$ cat config.mk
export PLATFORM = sky130hd
export DESIGN_NAME = tpc_timer
export DESIGN_NICKNAME = d
export VERILOG_FILES = /design/src/rtl/tpc_pkg.sv /design/src/rtl/tpc_prescale.sv /design/src/rtl/tpc_timer.sv
export SDC_FILE = /design/constraint.sdc
export NUM_CORES = 1
export LEC_CHECK = 0
export BUFFER_PORTS_ARGS = -buffer_cell sky130_fd_sc_hd__buf_4
export CAP_MARGIN = 20
export CORE_ASPECT_RATIO = 1.25
export CORE_MARGIN = 5
export CORE_UTILIZATION = 39
export CTS_CLUSTER_SIZE = 16
export DETAILED_ROUTE_END_ITERATION = 8
export GPL_ROUTABILITY_DRIVEN = 0
export SETUP_SLACK_MARGIN = 0.02
export SLEW_MARGIN = 25
export SYNTH_ARGS = -nofsm -noshare
export SYNTH_HDL_FRONTEND = slang
export SYNTH_SLANG_ARGS = --single-unit
$ cat constraint.sdc
create_clock -name clk_i -period 3.04 [get_ports clk_i]
set_input_delay 0.304 -clock clk_i [delete_from_list [all_inputs] [get_ports clk_i]]
set_output_delay 0.304 -clock clk_i [all_outputs]
set_load 0.1 [all_outputs]
$ cat src/rtl/tpc_pkg.sv
/*
 * constants, register map and control carrier for the paired timer.
 * assumes a classic wishbone slave with 32-bit data, one register per word.
 */
package tpc_pkg;
   localparam int ADR_W = 12;
   // register indices; byte address is four times the index
   localparam logic [9:0] IDX_LO_CNT   = 10'h106;
   localparam logic [9:0] IDX_HOLD     = 10'h108;
   localparam logic [9:0] IDX_HI_CNT   = 10'h10a;
   localparam logic [9:0] IDX_LO_PR    = 10'h10c;
   localparam logic [9:0] IDX_HI_PR    = 10'h10e;
   localparam logic [9:0] IDX_LO_CTL   = 10'h110;
   localparam logic [9:0] IDX_HI_CTL   = 10'h112;
   localparam logic [9:0] IDX_IRQ_FLAG = 10'h084;
   localparam logic [9:0] IDX_IRQ_EN   = 10'h08c;
   // control fields
   localparam int RUN_BIT  = 15;
   localparam int IDLE_BIT = 13;
   localparam int GATE_BIT = 6;
   localparam int PS_LSB   = 4;
   localparam int JOIN_BIT = 3;
   localparam int CSEL_BIT = 1;
   localparam int IRQ_HI_BIT = 7;
   localparam int IRQ_LO_BIT = 6;
   localparam logic [15:0] LO_CTL_MASK = 16'ha07a;
   localparam logic [15:0] HI_CTL_MASK = 16'ha072;
   localparam logic [15:0] IRQ_MASK    = 16'h00c0;
   // reset values
   localparam logic [15:0] PR_RST  = 16'hffff;
   localparam logic [15:0] CTL_RST = 16'h0000;
   localparam logic [15:0] CNT_RST = 16'h0000;
   // prescaler terminal counts for 1:1, 1:8, 1:64, 1:256
   localparam logic [7:0] PS_TC_1   = 8'h00;
   localparam logic [7:0] PS_TC_8   = 8'h07;
   localparam logic [7:0] PS_TC_64  = 8'h3f;
   localparam logic [7:0] PS_TC_256 = 8'hff;

   typedef struct packed {
      logic       run;
      logic       idle_stop;
      logic       gate;
      logic [1:0] psel;
      logic       join_halves_mode;
      logic       csel;
   } tpc_ctrl_t;

   function automatic tpc_ctrl_t to_ctrl(input logic [15:0] r);
      tpc_ctrl_t c;
      c.run       = r[RUN_BIT];
      c.idle_stop = r[IDLE_BIT];
      c.gate      = r[GATE_BIT];
      c.psel      = r[PS_LSB+1:PS_LSB];
      c.join_halves_mode = r[JOIN_BIT];
      c.csel      = r[CSEL_BIT];
      return c;
   endfunction
endpackage

$ cat src/rtl/tpc_prescale.sv
/*
 * clock prescaler: passes every 1st, 8th, 64th or 256th input tick.
 * assumes tick_i is a one-cycle enable on clk_i.
 */
`timescale 1ns/1ns
module tpc_prescale (
   input  wire logic       clk_i,
   input  wire logic       rst_i,
   input  wire logic       clr_i,
   input  wire logic       tick_i,
   input  wire logic [1:0] sel_i,
   output logic            tick_o
);
   logic [7:0] cnt_reg;
   logic [7:0] cnt_next;
   logic [7:0] tc;

   always_comb begin
      case (sel_i)
         2'h0:    tc = tpc_pkg::PS_TC_1;
         2'h1:    tc = tpc_pkg::PS_TC_8;
         2'h2:    tc = tpc_pkg::PS_TC_64;
         default: tc = tpc_pkg::PS_TC_256;
      endcase
      tick_o   = tick_i && (cnt_reg >= tc);
      cnt_next = cnt_reg;
      if (clr_i) begin
         cnt_next = 8'h00;
      end else if (tick_o) begin
         cnt_next = 8'h00;
      end else if (tick_i) begin
         cnt_next = cnt_reg + 8'h01;
      end
   end

   always_ff @(posedge clk_i) begin
      if (rst_i) begin
         cnt_reg <= 8'h00;
      end else begin
         cnt_reg <= cnt_next;
      end
   end
endmodule

$ cat src/rtl/tpc_timer.sv
/*
 * paired 16-bit / joined 32-bit timer with wishbone register access.
 * assumes a classic wishbone master on clk_i and a gate/clock pin
 * asynchronous to clk_i; sleep and idle levels come from clk_i logic.
 */
// What this block does
// - gated mode counts only while gate high
// - 32-bit gating uses low half only
// - gate fall stops count without clearing
// - 32-bit period match pulses adc trigger
// - prescale divides by 1, 8, 64, 256
// - 32-bit mode uses only low prescaler
// - count write, run clear, reset clear prescaler
// - stopped low prescaler ignores clears
// - control writes leave counts unchanged
// - sleep stops all counting
// - 32-bit match or gate fall sets flag
// - interrupt only when enable bit set
// - holding register moves upper word atomically
// - joined mode uses low control only
// - low count read latches upper word
// - 32-bit count wraps to zero after period
`timescale 1ns/1ns
module tpc_timer (
   input  wire logic        clk_i,
   input  wire logic        rst_i,
   input  wire logic        wb_cyc_i,
   input  wire logic        wb_stb_i,
   input  wire logic        wb_we_i,
   input  wire logic [11:0] wb_adr_i,
   input  wire logic [3:0]  wb_sel_i,
   input  wire logic [31:0] wb_dat_i,
   output logic      [31:0] wb_dat_o,
   output logic             wb_ack_o,
   input  wire logic        gate_clock_input_pin_i,
   input  wire logic        cpu_sleep_i,
   input  wire logic        cpu_idle_i,
   output logic             irq_o,
   output logic             adc_trigger_o
);
   logic [15:0] lo_cnt_reg,  lo_cnt_next;
   logic [15:0] hi_cnt_reg,  hi_cnt_next;
   logic [15:0] hold_reg,    hold_next;
   logic [15:0] lo_pr_reg,   lo_pr_next;
   logic [15:0] hi_pr_reg,   hi_pr_next;
   logic [15:0] lo_ctl_reg,  lo_ctl_next;
   logic [15:0] hi_ctl_reg,  hi_ctl_next;
   logic [15:0] flag_reg,    flag_next;
   logic [15:0] en_reg,      en_next;
   logic        ack_reg,     ack_next;
   logic [31:0] dat_reg,     dat_next;
   logic        irq_reg,     irq_next;
   logic        adc_reg,     adc_next;
   logic        pin_s1_reg,  pin_s2_reg,  pin_d_reg;

   tpc_pkg::tpc_ctrl_t lc;
   tpc_pkg::tpc_ctrl_t hc;
   logic [9:0]  idx;
   logic        wr;
   logic        rd;
   logic [15:0] wdat;
   logic        run_lo;
   logic        run_hi;
   logic        pin_rise;
   logic        pin_fall;
   logic        lo_raw;
   logic        hi_raw;
   logic        gate_fall;
   logic        clr_any;
   logic        lo_ps_clr;
   logic        lo_tick;
   logic        hi_tick;
   logic        match32;
   logic        lo_match;
   logic        hi_match;
   logic [31:0] cnt32;
   logic [31:0] pr32;

   function automatic logic [15:0] merge(input logic [15:0] old, input logic [15:0] nw,
                                         input logic [1:0] sel);
      logic [15:0] m;
      m = {{8{sel[1]}}, {8{sel[0]}}};
      return (old & ~m) | (nw & m);
   endfunction

   // pin synchroniser; only the second stage and its delayed copy are read
   always_ff @(posedge clk_i) begin
      if (rst_i) begin
         pin_s1_reg <= 1'b0;
         pin_s2_reg <= 1'b0;
         pin_d_reg  <= 1'b0;
      end else begin
         pin_s1_reg <= gate_clock_input_pin_i;
         pin_s2_reg <= pin_s1_reg;
         pin_d_reg  <= pin_s2_reg;
      end
   end

   // tick sources and prescaler clears
   always_comb begin
      lc        = tpc_pkg::to_ctrl(lo_ctl_reg);
      hc        = tpc_pkg::to_ctrl(hi_ctl_reg);
      idx       = wb_adr_i[11:2];
      wr        = wb_cyc_i && wb_stb_i && wb_we_i && !ack_reg;
      rd        = wb_cyc_i && wb_stb_i && !wb_we_i && !ack_reg;
      wdat      = wb_dat_i[15:0];
      pin_rise  = pin_s2_reg && !pin_d_reg;
      pin_fall  = !pin_s2_reg && pin_d_reg;
      run_lo    = lc.run && !cpu_sleep_i && !(cpu_idle_i && lc.idle_stop);
      run_hi    = hc.run && !cpu_sleep_i && !(cpu_idle_i && hc.idle_stop);
      if (lc.csel) begin
         lo_raw = run_lo && pin_rise;
      end else begin
         lo_raw = run_lo && (!lc.gate || pin_s2_reg);
      end
      // the high half has no pin, so its pin modes simply never tick
      hi_raw    = run_hi && !hc.csel && !hc.gate && !lc.join_halves_mode;
      gate_fall = run_lo && !lc.csel && lc.gate && pin_fall;
      clr_any   = (wr && (idx == tpc_pkg::IDX_LO_CNT || idx == tpc_pkg::IDX_HI_CNT))
               || (wr && idx == tpc_pkg::IDX_LO_CTL && wb_sel_i[1] && lc.run
                   && !wdat[tpc_pkg::RUN_BIT])
               || (wr && idx == tpc_pkg::IDX_HI_CTL && wb_sel_i[1] && hc.run
                   && !wdat[tpc_pkg::RUN_BIT]);
      lo_ps_clr = clr_any && lc.run;
   end

   tpc_prescale u_lo_ps (
      .clk_i  (clk_i),
      .rst_i  (rst_i),
      .clr_i  (lo_ps_clr),
      .tick_i (lo_raw),
      .sel_i  (lc.psel),
      .tick_o (lo_tick)
   );

   tpc_prescale u_hi_ps (
      .clk_i  (clk_i),
      .rst_i  (rst_i),
      .clr_i  (clr_any),
      .tick_i (hi_raw),
      .sel_i  (hc.psel),
      .tick_o (hi_tick)
   );

   // counting, register writes, flags and bus answer
   always_comb begin
      cnt32       = {hi_cnt_reg, lo_cnt_reg};
      pr32        = {hi_pr_reg, lo_pr_reg};
      match32     = 1'b0;
      lo_match    = 1'b0;
      hi_match    = 1'b0;
      lo_cnt_next = lo_cnt_reg;
      hi_cnt_next = hi_cnt_reg;
      hold_next   = hold_reg;
      lo_pr_next  = lo_pr_reg;
      hi_pr_next  = hi_pr_reg;
      lo_ctl_next = lo_ctl_reg;
      hi_ctl_next = hi_ctl_reg;
      flag_next   = flag_reg;
      en_next     = en_reg;
      dat_next    = 32'h0000_0000;
      ack_next    = wb_cyc_i && wb_stb_i && !ack_reg;
      if (lc.join_halves_mode) begin
         if (lo_tick) begin
            if (cnt32 == pr32) begin
               match32 = 1'b1;
               {hi_cnt_next, lo_cnt_next} = 32'h0000_0000;
            end else begin
               {hi_cnt_next, lo_cnt_next} = cnt32 + 32'h0000_0001;
            end
         end
      end else begin
         if (lo_tick) begin
            if (lo_cnt_reg == lo_pr_reg) begin
               lo_match    = 1'b1;
               lo_cnt_next = tpc_pkg::CNT_RST;
            end else begin
               lo_cnt_next = lo_cnt_reg + 16'h0001;
            end
         end
         if (hi_tick) begin
            if (hi_cnt_reg == hi_pr_reg) begin
               hi_match    = 1'b1;
               hi_cnt_next = tpc_pkg::CNT_RST;
            end else begin
               hi_cnt_next = hi_cnt_reg + 16'h0001;
            end
         end
      end
      // software writes take precedence over a count step in the same cycle
      if (wr) begin
         if (idx == tpc_pkg::IDX_LO_CNT) begin
            lo_cnt_next = merge(lo_cnt_reg, wdat, wb_sel_i[1:0]);
            if (lc.join_halves_mode) begin
               hi_cnt_next = hold_reg;
            end
         end else if (idx == tpc_pkg::IDX_HOLD) begin
            hold_next = merge(hold_reg, wdat, wb_sel_i[1:0]);
         end else if (idx == tpc_pkg::IDX_HI_CNT) begin
            hi_cnt_next = merge(hi_cnt_reg, wdat, wb_sel_i[1:0]);
         end else if (idx == tpc_pkg::IDX_LO_PR) begin
            lo_pr_next = merge(lo_pr_reg, wdat, wb_sel_i[1:0]);
         end else if (idx == tpc_pkg::IDX_HI_PR) begin
            hi_pr_next = merge(hi_pr_reg, wdat, wb_sel_i[1:0]);
         end else if (idx == tpc_pkg::IDX_LO_CTL) begin
            // counts are untouched here
            lo_ctl_next = merge(lo_ctl_reg, wdat, wb_sel_i[1:0])
                        & tpc_pkg::LO_CTL_MASK;
         end else if (idx == tpc_pkg::IDX_HI_CTL) begin
            hi_ctl_next = merge(hi_ctl_reg, wdat, wb_sel_i[1:0])
                        & tpc_pkg::HI_CTL_MASK;
         end else if (idx == tpc_pkg::IDX_IRQ_FLAG) begin
            // writing zero clears a flag, writing one leaves it
            flag_next = flag_reg & (merge(16'hffff, wdat, wb_sel_i[1:0]));
         end else if (idx == tpc_pkg::IDX_IRQ_EN) begin
            en_next = merge(en_reg, wdat, wb_sel_i[1:0]) & tpc_pkg::IRQ_MASK;
         end
      end
      if (rd) begin
         if (idx == tpc_pkg::IDX_LO_CNT) begin
            dat_next[15:0] = lo_cnt_reg;
            if (lc.join_halves_mode) begin
               hold_next = hi_cnt_reg;
            end
         end else if (idx == tpc_pkg::IDX_HOLD) begin
            dat_next[15:0] = hold_reg;
         end else if (idx == tpc_pkg::IDX_HI_CNT) begin
            dat_next[15:0] = hi_cnt_reg;
         end else if (idx == tpc_pkg::IDX_LO_PR) begin
            dat_next[15:0] = lo_pr_reg;
         end else if (idx == tpc_pkg::IDX_HI_PR) begin
            dat_next[15:0] = hi_pr_reg;
         end else if (idx == tpc_pkg::IDX_LO_CTL) begin
            dat_next[15:0] = lo_ctl_reg;
         end else if (idx == tpc_pkg::IDX_HI_CTL) begin
            dat_next[15:0] = hi_ctl_reg;
         end else if (idx == tpc_pkg::IDX_IRQ_FLAG) begin
            dat_next[15:0] = flag_reg;
         end else if (idx == tpc_pkg::IDX_IRQ_EN) begin
            dat_next[15:0] = en_reg;
         end
      end
      // set wins over a software clear in the same cycle
      if (lc.join_halves_mode) begin
         flag_next[tpc_pkg::IRQ_HI_BIT] = flag_next[tpc_pkg::IRQ_HI_BIT]
                                        | match32 | gate_fall;
      end else begin
         flag_next[tpc_pkg::IRQ_LO_BIT] = flag_next[tpc_pkg::IRQ_LO_BIT]
                                        | lo_match | gate_fall;
         flag_next[tpc_pkg::IRQ_HI_BIT] = flag_next[tpc_pkg::IRQ_HI_BIT] | hi_match;
      end
      irq_next = |(flag_next & en_next);
      adc_next = match32 || hi_match;
   end

   always_ff @(posedge clk_i) begin
      if (rst_i) begin
         lo_cnt_reg <= tpc_pkg::CNT_RST;
         hi_cnt_reg <= tpc_pkg::CNT_RST;
         hold_reg   <= tpc_pkg::CNT_RST;
         lo_pr_reg  <= tpc_pkg::PR_RST;
         hi_pr_reg  <= tpc_pkg::PR_RST;
         lo_ctl_reg <= tpc_pkg::CTL_RST;
         hi_ctl_reg <= tpc_pkg::CTL_RST;
         flag_reg   <= 16'h0000;
         en_reg     <= 16'h0000;
         ack_reg    <= 1'b0;
         dat_reg    <= 32'h0000_0000;
         irq_reg    <= 1'b0;
         adc_reg    <= 1'b0;
      end else begin
         lo_cnt_reg <= lo_cnt_next;
         hi_cnt_reg <= hi_cnt_next;
         hold_reg   <= hold_next;
         lo_pr_reg  <= lo_pr_next;
         hi_pr_reg  <= hi_pr_next;
         lo_ctl_reg <= lo_ctl_next;
         hi_ctl_reg <= hi_ctl_next;
         flag_reg   <= flag_next;
         en_reg     <= en_next;
         ack_reg    <= ack_next;
         dat_reg    <= dat_next;
         irq_reg    <= irq_next;
         adc_reg    <= adc_next;
      end
   end

   assign wb_ack_o      = ack_reg;
   assign wb_dat_o      = dat_reg;
   assign irq_o         = irq_reg;
   assign adc_trigger_o = adc_reg;
endmodule
==> impl_metrics.env <==
export IMPL_outcome="finished, final reports clean"
export IMPL_ios=91
export IMPL_grt_max_degree=54
export IMPL_grt_usage=0.261
export IMPL_ys_warn_count=0
export IMPL_dp_hpwl_um=28900
export IMPL_ys_ff_latch=163
export IMPL_cts_buffer_depth=2
export IMPL_ys_flop_type="dfxtp_1"
export IMPL_drtIter0Drc=1558
export IMPL_ctsHoldBuffers=0
export IMPL_hold_ws_ns=0.0987
export IMPL_cts_tree="done"
export IMPL_drc=0
export IMPL_p_switching_mw=1.20
export IMPL_cap_violations=0
export IMPL_hold_path_class="in2reg"
export IMPL_fp_row_count=65
export IMPL_antenna_found_initial=0
export IMPL_clkLatencyLatePin_ns=0.45
export IMPL_grt_pass1_wl_um=58200
export IMPL_slew_viol_final=0
export IMPL_clkTransAtPathRegs_ns=0.07
export IMPL_cts_root_buf="clkbuf_16"
export IMPL_path_class="reg2reg"
export IMPL_syn2layout_area_growth_pct=19.2
export IMPL_cts_htree_levels=4
export IMPL_async_flop_share=0
export IMPL_leakage_nw=4.33
export IMPL_io_buffers=54
export IMPL_vias_per_cell=6.20
export IMPL_fin_nets=1424
export IMPL_setup_viol=0
export IMPL_dieArea_um2=28600
export IMPL_wl_per_cell_um=23.1
export IMPL_ant_nets=0
export IMPL_p_seq_frac=0.454
export IMPL_slew_headroom=0.415
export IMPL_power_frac_comb=0.069
export IMPL_fp_dieW_um=152
export IMPL_p_per_area_nw_per_um2=401
export IMPL_ys_seq_area_frac=0.330
export IMPL_finalCritPeriodShare=0.956
export IMPL_final_common_cell="buf_4"
export IMPL_drt_pre_antenna_iters=7
export IMPL_r2r_slack_ns=0.13
export IMPL_clock_power_share=0.477
export IMPL_antenna_cells=0
export IMPL_synth_edf_count=0
export IMPL_via_count=10500
export IMPL_fin_util=0.468
export IMPL_hold_violations=0
export IMPL_final_cell_mix="buf_4, dfxtp_1, nand2_1"
export IMPL_synthCells=1266
export IMPL_internal_power_mw=3.52
export IMPL_overflow=0
export IMPL_irDropWorstVdd_uv=412
export IMPL_fin_total_pwr_mw=4.72
export IMPL_synth_distinct_cells=71
export IMPL_post_route_cells_drive_above_1_share=0.165
export IMPL_rsz0062_at_grt="true"
export IMPL_p_sw_frac=0.255
export IMPL_worst_slew_pin_slew_ns=0.856
export IMPL_crit_arrival_ns=3.28
export IMPL_synth_avg_cell_area_um2=7.80
export IMPL_core_area_um2=25100
export IMPL_cp_required_ns=3.42
export IMPL_cts_buffers=17
export IMPL_clock_sinks=163
export IMPL_finalCriticalPeriod_ns=2.91
export IMPL_routed_wl_um=39200
export IMPL_fin_skew_ns=0.0130
export IMPL_die_h_um=188
export IMPL_startpoint_type="flop"
export IMPL_syn_area_um2=9880
export IMPL_rr_worst_depth=8
export IMPL_fmax_mhz=344
export IMPL_grt_pass1_vias=9669
export IMPL_setup_worst_path_end_class="flop"
export IMPL_start_util=0.393
export IMPL_tns_ns=0
export IMPL_crit_fanout=6
==> logic make-up after synthesis <==
group                    after synthesis  synth area share
AND/OR/NAND/NOR                      488             0.251
AO/OA/AOI/OAI                        338             0.227
flip-flops                           163             0.330
buffers and inverters                147            0.0645
XOR/XNOR                              68            0.0603
multiplexers                          41            0.0415
adder cells (fa/ha/maj)               20            0.0253
other                                  1          0.000380
==> cell type report <==
class	count	area [um^2]
Clock inverter	9	120
Inverter	26	97.6
Sequential cell	163	3260
Fill cell	2450	13400
Timing Repair Buffer	169	1280
Multi-Input combinational cell	971	6100
Tap cell	335	419
Clock buffer	23	488
==> worst min-delay path by stage <==
stage	startpoint	to	slack [ns]	cells past startpoint
2_1_floorplan	pin_s1_reg	pin_s2_reg	0.41	1
3_3_place_gp	pin_s1_reg	pin_s2_reg	0.42	1
3_5_place_dp	pin_s1_reg	pin_s2_reg	0.43	1
4_1_cts	gate_clock_input_pin_i	pin_s1_reg	0.09	2
5_1_grt	gate_clock_input_pin_i	pin_s1_reg	0.13	2
6_report	gate_clock_input_pin_i	pin_s1_reg	0.1	2
==> power by group through the flow <==
stage	Sequential, mW	Combinational, mW	Clock (mW)
floorplan	2.19	0.211	0
global placement	2.19	0.315	0
detailed placement	2.19	0.316	0
CTS	2.14	0.316	2.27
global route	2.14	0.332	2.35
finish	2.14	0.324	2.25
==> per-layer routing <==
layer | routed length, um | part of all wire | global-route usage
met2 | 17800 | 0.45 | 0.417
met1 | 15100 | 0.39 | 0.327
met3 | 3370 | 0.086 | 0.0404
met5 | 0 | 0 | 0
met4 | 2910 | 0.074 | 0.170
==> critical path: stages, from the launching register on <==
cell       delay (ns)
dfxtp_1          0.53
nand4_1          0.23
nor4_4           0.50
nand2_1          0.21
a2111oi_1        0.53
a21oi_2          0.21
nor4_2           0.33
o22ai_1          0.14
a31oi_1          0.16
==> repair_timing <==
| item | CTS | global route |
|---|---|---|
| endpoints found under the setup margin | 11 | 18 |
| buffers inserted | 0 | 5 |
| pin swaps | 0 | 3 |
| gates cloned | 0 | 1 |
| resized for setup | 3 | 10 |
==> per-stage QoR <==
step | cell area (um^2) | instances | setup slack, ns
CTS | 11700 | 1690 | 0.0447
finish | 11800 | 1696 | 0.135
detailed placement | 11100 | 1658 | -0.0948
global placement | 11100 | 1658 | -0.0539
floorplan | 9940 | 1281 | 0.213
global route | 11800 | 1696 | -0.0133
==> synth_stat cells (5+ instances only) <==
| cell type | number | area (um^2) |
|---|---|---|
| a211o_1 | 12 | 105 |
| nand2b_1 | 9 | 56.3 |
| o41ai_1 | 5 | 43.8 |
| or3_1 | 9 | 56.3 |
| xor2_1 | 49 | 429 |
| or4_1 | 6 | 45.0 |
| and4_1 | 5 | 43.8 |
| buf_4 | 16 | 120 |
| nor2b_1 | 16 | 100 |
| a22oi_1 | 21 | 158 |
| a21o_1 | 6 | 45.0 |
| dfxtp_1 | 163 | 3260 |
| a222oi_1 | 13 | 130 |
| xnor2_1 | 19 | 166 |
| nor3_1 | 25 | 125 |
| o21a_1 | 6 | 45.0 |
| and2_1 | 14 | 87.6 |
| clkbuf_1 | 89 | 334 |
| a221oi_1 | 9 | 78.8 |
| a31oi_1 | 15 | 93.8 |
| o211ai_1 | 13 | 97.6 |
| buf_2 | 13 | 65.1 |
| nand4_1 | 20 | 125 |
| nor4_1 | 27 | 169 |
| a21oi_1 | 86 | 430 |
| o21ai_0 | 58 | 290 |
| ha_1 | 20 | 250 |
| nand3b_1 | 28 | 210 |
| and3_1 | 17 | 106 |
| nand2_1 | 131 | 492 |
| inv_1 | 26 | 97.6 |
| nand3_1 | 27 | 135 |
| nor2_1 | 129 | 484 |
| a211oi_1 | 33 | 248 |
| mux2i_1 | 41 | 410 |
| o22ai_1 | 15 | 93.8 |
Power figures use the tool's default switching activity.
